$ cat src/logic/fps_defs.svh
// constants for the fine phase shift control block
`ifndef FPS_DEFS_SVH
`define FPS_DEFS_SVH

// ****************************************
// shift amount
// ****************************************
`define FPS_SHIFT_W 9
`define FPS_SHIFT_MAX 9'sh0FF
`define FPS_SHIFT_MIN 9'sh101
`define FPS_SHIFT_RST 9'sh000
`define FPS_SHIFT_ONE 9'sh001
`define FPS_FRAC_DIV 26'sh0000100
`define FPS_FRAC_BITS 8

// ****************************************
// phase of each output, in 1/256 of its period
// ****************************************
`define FPS_PHASE_W 11
`define FPS_PHASE_RST 11'sh000
`define FPS_CO_ZERO 11'sh000
`define FPS_CO_QUARTER 11'sh040
`define FPS_CO_HALF 11'sh080
`define FPS_CO_THREE_Q 11'sh0C0
`define FPS_NUM_OUT 9

// ****************************************
// output index
// ****************************************
`define FPS_IX_ZERO 0
`define FPS_IX_QUARTER 1
`define FPS_IX_HALF 2
`define FPS_IX_THREE_Q 3
`define FPS_IX_DOUBLED 4
`define FPS_IX_DOUBLED_INV 5
`define FPS_IX_DIVIDED 6
`define FPS_IX_SYNTH 7
`define FPS_IX_SYNTH_INV 8

// ****************************************
// timing
// ****************************************
`define FPS_PERIOD_W 16
`define FPS_TIME_W 17
`define FPS_TIME_RST 17'sh00000
`define FPS_TAP_PS_DEF 16'h001E
`define FPS_RES_RST 16'h0000

`endif

$ cat src/logic/fps_pkg.sv
// types shared by the fine phase shift control block
`default_nettype none
package fps_pkg;
   typedef enum logic [1:0] {FPS_NONE, FPS_FIXED, FPS_VARIABLE} fps_mode_t;
   typedef enum logic [1:0] {ST_OFF, ST_FIXED, ST_VARIABLE, ST_BADCFG}
      fps_state_t;
   typedef logic signed [8:0] fps_shift_t;
   typedef logic signed [10:0] fps_phase_t;
endpackage : fps_pkg
`default_nettype wire

$ cat src/logic/fps_sync.sv
// three-stage pin synchroniser with agreement filter and rise pulse
`timescale 1ns/10ps
`default_nettype none
module fps_sync #(
   parameter int W = 3
) (
   input wire logic clk,           // system clock
   input wire logic rst,           // synchronous reset
   input wire logic [W-1:0] d,     // asynchronous pins
   output logic [W-1:0] q,         // filtered level
   output logic [W-1:0] rise       // one-cycle pulse on rising level
);
   logic [W-1:0] s1;
   logic [W-1:0] s2;
   logic [W-1:0] s3;
   wire [W-1:0] agree = ~(s2 ^ s3);
   wire [W-1:0] next_q = (s2 & agree) | (q & ~agree);

   // s1 feeds only s2; the filter looks at s2 and s3
   always_ff @(posedge clk) begin
      if (rst) begin
         s1 <= '0;
         s2 <= '0;
         s3 <= '0;
         q <= '0;
         rise <= '0;
      end else begin
         s1 <= d;
         s2 <= s1;
         s3 <= s2;
         q <= next_q;
         rise <= next_q & ~q;
      end
   end
endmodule : fps_sync
`default_nettype wire

$ cat src/logic/fps_top.sv
// fine phase shift control of the clock manager delay-locked loop
// ****************************************
// How it works
// - the shift unit works only while low_freq_mode is high.
// - nine outputs keep fixed coarse phases of 0, 90, 180, 270 degrees.
// - a shift amount outside -255..+255 is rejected as bad config.
// - fine shift time is reference period times shift over 256.
// - resolution is the larger of period/256 and the tap delay.
// - all nine outputs carry the same fine shift at once.
// - outputs with a coarse offset get the fine shift added to it.
// - the mode is none, fixed or variable.
// - with the unit disabled the shift is held at zero.
// - a zero shift leaves feedback and reference in phase.
// - a positive shift marks the feedback clock as later.
// - a negative shift marks the feedback clock as earlier.
// - fixed and variable modes share one shift time calculation.
// ****************************************
`timescale 1ns/10ps
`default_nettype none
`include "fps_defs.svh"
module fps_top #(
   parameter logic [15:0] TAP_PS = `FPS_TAP_PS_DEF
) (
   input wire logic clk,                           // 100 MHz clock
   input wire logic rst,                           // sync reset, high
   input wire logic low_freq_mode,                 // loop in low-freq mode
   input wire fps_pkg::fps_mode_t shift_mode_attribute, // none/fixed/var
   input wire logic signed [8:0] shift_amount,     // configured shift
   input wire logic [15:0] ref_period_ps,          // reference period
   input wire logic phase_step_enable,             // step request pin
   input wire logic phase_step_clock,              // step clock pin
   input wire logic phase_step_direction,          // 1 up, 0 down
   output logic shift_active,                      // unit in use
   output logic config_error,                      // bad mode or value
   output logic signed [8:0] fine_shift_units,     // live shift
   output logic signed [16:0] fine_shift_time_ps,  // shift in ps
   output logic [15:0] resolution_ps,              // step size in ps
   output logic feedback_later,                    // feedback lags
   output logic feedback_earlier,                  // feedback leads
   output logic step_done,                         // step applied
   output logic stray_step,                        // step while not var
   output logic [8:0][10:0] out_phase              // per-output phase
);
   import fps_pkg::*;

   // ****************************************
   // helpers
   // ****************************************
   function automatic logic in_range(input fps_shift_t v);
      in_range = (v >= `FPS_SHIFT_MIN) && (v <= `FPS_SHIFT_MAX);
   endfunction : in_range

   function automatic fps_phase_t add_coarse(input fps_phase_t c,
                                             input fps_shift_t f);
      add_coarse = c + {{2{f[8]}}, f};
   endfunction : add_coarse

   function automatic logic signed [16:0] shift_time(
      input logic [15:0] per, input fps_shift_t f);
      logic signed [25:0] prod;
      prod = $signed({1'b0, per}) * f;
      // divide rounds toward zero so +n and -n give mirrored times
      prod = prod / `FPS_FRAC_DIV;
      shift_time = prod[16:0];
   endfunction : shift_time

   // coarse offsets; doubled inverted and synthesized inverted are half period
   localparam fps_phase_t COARSE [`FPS_NUM_OUT] = '{
      `FPS_CO_ZERO, `FPS_CO_QUARTER, `FPS_CO_HALF, `FPS_CO_THREE_Q,
      `FPS_CO_ZERO, `FPS_CO_HALF, `FPS_CO_ZERO, `FPS_CO_ZERO,
      `FPS_CO_HALF};

   // ****************************************
   // step pins
   // ****************************************
   logic [2:0] pin_level;
   logic [2:0] pin_rise;

   fps_sync #(.W(3)) u_sync (
      .clk(clk),
      .rst(rst),
      .d({phase_step_direction, phase_step_clock, phase_step_enable}),
      .q(pin_level),
      .rise(pin_rise)
   );

   wire step_edge = pin_rise[1];
   wire step_en = pin_level[0];
   wire step_up = pin_level[2];

   // ****************************************
   // mode state
   // ****************************************
   fps_state_t state;
   fps_state_t next_state;
   fps_shift_t units;
   fps_shift_t next_units;

   wire cfg_ok = in_range(shift_amount);
   wire at_max = (units == `FPS_SHIFT_MAX);
   wire at_min = (units == `FPS_SHIFT_MIN);

   always_comb begin
      next_state = ST_OFF;
      if (low_freq_mode) begin
         case (shift_mode_attribute)
            FPS_NONE: begin
               next_state = ST_OFF;
            end
            FPS_FIXED: begin
               next_state = cfg_ok ? ST_FIXED : ST_BADCFG;
            end
            FPS_VARIABLE: begin
               next_state = cfg_ok ? ST_VARIABLE : ST_BADCFG;
            end
            default: begin
               next_state = ST_BADCFG;
            end
         endcase
      end
   end

   wire var_stay = (state == ST_VARIABLE) && (next_state == ST_VARIABLE);
   wire step_take = var_stay && step_edge && step_en;
   // an edge outside variable mode means the pins were not tied low
   wire step_stray = step_edge && (next_state != ST_VARIABLE);

   always_comb begin
      next_units = `FPS_SHIFT_RST;
      case (next_state)
         ST_OFF: begin
            next_units = `FPS_SHIFT_RST;
         end
         ST_FIXED: begin
            next_units = shift_amount;
         end
         ST_VARIABLE: begin
            if (!var_stay) begin
               next_units = shift_amount;
            end else if (step_take && step_up && !at_max) begin
               next_units = units + `FPS_SHIFT_ONE;
            end else if (step_take && !step_up && !at_min) begin
               next_units = units - `FPS_SHIFT_ONE;
            end else begin
               next_units = units;
            end
         end
         default: begin
            next_units = `FPS_SHIFT_RST;
         end
      endcase
   end

   always_ff @(posedge clk) begin
      if (rst) begin
         state <= ST_OFF;
         units <= `FPS_SHIFT_RST;
      end else begin
         state <= next_state;
         units <= next_units;
      end
   end

   // ****************************************
   // derived outputs
   // ****************************************
   wire [15:0] per_frac = ref_period_ps >> `FPS_FRAC_BITS;
   wire [15:0] next_res = (per_frac > TAP_PS) ? per_frac : TAP_PS;
   wire signed [16:0] next_time = shift_time(ref_period_ps, units);

   always_ff @(posedge clk) begin
      if (rst) begin
         shift_active <= 1'b0;
         config_error <= 1'b0;
         fine_shift_units <= `FPS_SHIFT_RST;
         fine_shift_time_ps <= `FPS_TIME_RST;
         resolution_ps <= `FPS_RES_RST;
         feedback_later <= 1'b0;
         feedback_earlier <= 1'b0;
         step_done <= 1'b0;
         stray_step <= 1'b0;
      end else begin
         shift_active <= (state == ST_FIXED) || (state == ST_VARIABLE);
         config_error <= (state == ST_BADCFG);
         fine_shift_units <= units;
         fine_shift_time_ps <= next_time;
         resolution_ps <= next_res;
         feedback_later <= (units > `FPS_SHIFT_RST);
         feedback_earlier <= (units < `FPS_SHIFT_RST);
         step_done <= step_take;
         stray_step <= step_stray;
      end
   end

   // every output moves by the same fine shift in the same cycle
   always_ff @(posedge clk) begin
      if (rst) begin
         for (int i = 0; i < `FPS_NUM_OUT; i++) begin
            out_phase[i] <= `FPS_PHASE_RST;
         end
      end else begin
         for (int i = 0; i < `FPS_NUM_OUT; i++) begin
            out_phase[i] <= add_coarse(COARSE[i], units);
         end
      end
   end
endmodule : fps_top
`default_nettype wire

$ cat config.mk
export PLATFORM = sky130hd
export DESIGN_NAME = fps_top
export DESIGN_NICKNAME = d
export VERILOG_FILES = /design/src/logic/fps_pkg.sv /design/src/logic/fps_sync.sv /design/src/logic/fps_top.sv
export VERILOG_INCLUDE_DIRS = /design/src /design/src/logic
export SDC_FILE = /design/constraint.sdc
export NUM_CORES = 1
export LEC_CHECK = 0
export ABC_AREA = 1
export BUFFER_PORTS_ARGS = -buffer_cell sky130_fd_sc_hd__buf_2
export CORE_ASPECT_RATIO = 1.75
export CORE_MARGIN = 1.5
export CORE_UTILIZATION = 62
export DETAILED_ROUTE_END_ITERATION = 7
export PLACE_DENSITY_LB_ADDON = 0.1
export SLEW_MARGIN = 20
export SYNTH_ARGS = -nofsm -noshare
export SYNTH_HDL_FRONTEND = slang
export SYNTH_SLANG_ARGS = --single-unit
export TNS_END_PERCENT = 5
$ cat constraint.sdc
create_clock -name clk -period 10.1 [get_ports clk]
set_input_delay 2.02 -clock clk [delete_from_list [all_inputs] [get_ports clk]]
set_output_delay 2.02 -clock clk [all_outputs]
set_load 0.1 [all_outputs]
==> flow_summary.toml <==
[status]
outcome = "finished, final reports clean"

[power_and_ir_drop]
netSwitchingFraction = 0.457
power_leakage_nw = 6.03
p_sw_uw = 482
power_mw = 1.06
p_comb_frac = 0.406
powerDensity_nw_per_um2 = 110
p_clk_frac = 0.295
seq_power_share = 0.299
vdd_drop_max_uv = 74.2
internal_power_uw = 574

[finish]
fin_nets = 1508
multiInputGateArea_um2 = 5800
finalNonFillerCells = 1472
diodes = 0
seq_area_um2 = 1460
utilization = 0.670
design_area_um2 = 9620
area_delta_synth_final_pct = 5.82
fillers = 1300
drive_gt1_frac = 0.185

[placement]
dp_hpwl_um = 17300
dp_slack_ns = 2.24
place_inst = 1456
gp_congestion = 0.951
dpl-instance-area_um2 = 9340
port_buffers = 171

[floorplanning]
dieArea_um2 = 15400
initial_utilization = 0.633
rows = 58
die_h_um = 163
core_area_um2 = 14400
die_w_um = 94.6
io_pins = 180

[logic_synthesis]
synth_area_leaders = "fa_1, dfxtp_1, ha_1, nand2_1, inv_1"
netlist.area_leader.share = 0.220
synth_enable_flop_cells = 0
syn-instance-count = 1233
yosys-top-cells-count = "nand2_1, inv_1, fa_1, buf_4, nor2_1"
ys_async_sr_fraction = 0
ys_seq_elements = 73
ys.flop_type = "dfxtp_1"
synth_warnings = 0
ys_seq_area_frac = 0.161
syn_area_per_cell_um2 = 7.38
syn_area_um2 = 9090
yosysTopAreaCell = "fa_1"
synth_cell_types = 44
yosysMostFrequentCell = "nand2_1"

[worst_setup_path]
path_max_fanout = 8
cp-start-kind = "input port"
cpPeakStageDelay_ns = 0.58
critical_path_class = "input port to flop"
critical_path_required_ns = 10.34
cpMostUsedCell = "nand2_1"
slowest_stage = "fa_1"
critPathCaptureType = "flop"
cp.arrival_ns = 7.74

[global_route]
antenna_found_initial = 0
grt_first_pass_wirelength_um = 34800
grt_max_degree = 47
grt_pass1_vias = 7665
gr-total-overflow = 0
groute.usage.overall = 0.292

[route]
drtIter0Drc = 304
ant_nets = 0
firstDrtPassIters = 5
wl_per_cell_um = 14.3
viasPerCell = 5.16
wl_um = 21000
vias = 7600
drc = 0

[sta]
clock_skew_ns = 0.00830
hold_viol = 0
drv_slew = 0
tightest_slew_ns = 0.929
setup_ws_ns = 2.60
setup-tns-final_ns = 0
max-slew-margin-rel = 0.380
clock.fmax_ghz = 0.133
setup-violations-final = 0
fin_crit_sh = 0.743
min_period_ns = 7.50
rsz0062_at_grt = "no"
hold-worst-slack_ns = 0.407

[clocking]
clock-sinks = 73
postCtsHoldBufs = 0
cts-root-buf = "clkbuf_16"
ctsResizeCount = 0
clockBufferDepth = 2
postCtsSetupRepairBufs = 0
htree_levels = 3
clkSlewWorstSetupHoldPaths_ns = 0.07
cts_tree = "built"
clock_latency_ns = 0.34
numCtsBuffers = 9

[flow_run]
drv_cap = 0

[min_path]
hp-class = "flop to flop"
[kinds of logic (layout without fill, tap and decap cells)]
logic type               Yosys count  after routing  synth area share
other                              1              8          0.000412
AO/OA/AOI/OAI                     90             90            0.0565
adder cells (fa/ha/maj)          188            188             0.341
AND/OR/NAND/NOR                  477            477             0.230
buffers and inverters            397            449             0.205
flip-flops                        73             73             0.161
XOR/XNOR                           7              7           0.00674
[registers in the layout, summed over array words and instances, names as in the netlist, named ones only]
name / count
config_error: 1
feedback_earlier: 1
feedback_later: 1
fine_shift_time_ps: 17
out_phase: 18
resolution_ps: 8
shift_active: 1
state: 2
step_done: 1
stray_step: 1
u_sync.q: 1
u_sync.rise: 1
u_sync.s1: 3
u_sync.s2: 3
u_sync.s3: 3
units: 9
[final cells by class]
type / count / share of cell area
Clock buffer: 9 / 0.0234
Clock inverter: 7 / 0.00624
Inverter: 258 / 0.101
Multi-Input combinational cell: 770 / 0.602
Sequential cell: 73 / 0.152
Tap cell: 180 / 0.0234
Timing Repair Buffer: 175 / 0.0920
[metal layers]
layer  global-route usage  vias up  part of all wire
met2                0.560      264              0.56
met1                0.292     3555              0.35
met3               0.0438       69             0.050
met4                0.151        0             0.049
li1                     -     3712                 -
met5                    0        -                 0
[cells in the final DEF (no fill, tap or decap), types with 10 or more instances in the layout]
master	n
nand2_1	282
inv_2	10
nand3_1	37
fa_1	100
ha_1	88
nor2_1	93
buf_2	171
dfxtp_1	73
nand2_2	14
o21ai_0	21
nor3_1	12
inv_1	247
a21oi_1	44
[worst paths after layout]
check	startpoint	endpoint	slack, ns	depth (start not counted)
setup / recovery	ref_period_ps[0]	fine_shift_time_ps[16]$_SDFF_PP0_	2.60	32
hold / removal	u_sync.s1[2]$_SDFF_PP0_	u_sync.s2[2]$_SDFF_PP0_	0.41	2
setup reg to reg	units[6]$_SDFFE_PP0P_	fine_shift_time_ps[16]$_SDFF_PP0_	3.52	30
hold reg to reg	u_sync.s1[2]$_SDFF_PP0_	u_sync.s2[2]$_SDFF_PP0_	0.41	2
[power groups by stage]
stage / Clock [mW] / Sequential, mW / Combinational [mW]
3_5_place_dp: 0 / 0.322 / 0.429
4_1_cts: 0.319 / 0.316 / 0.432
5_1_grt: 0.331 / 0.318 / 0.466
3_3_place_gp: 0 / 0.322 / 0.426
6_report: 0.311 / 0.316 / 0.429
2_1_floorplan: 0 / 0.406 / 0.278
[worst max-delay path: cells and delay by family]
family | cells | cell delay, ns
simple gates | 20 | 2.03
fa+ha+maj | 8 | 3.31
buf+inv | 4 | 0.38
(Power assumes the default switching activity.)
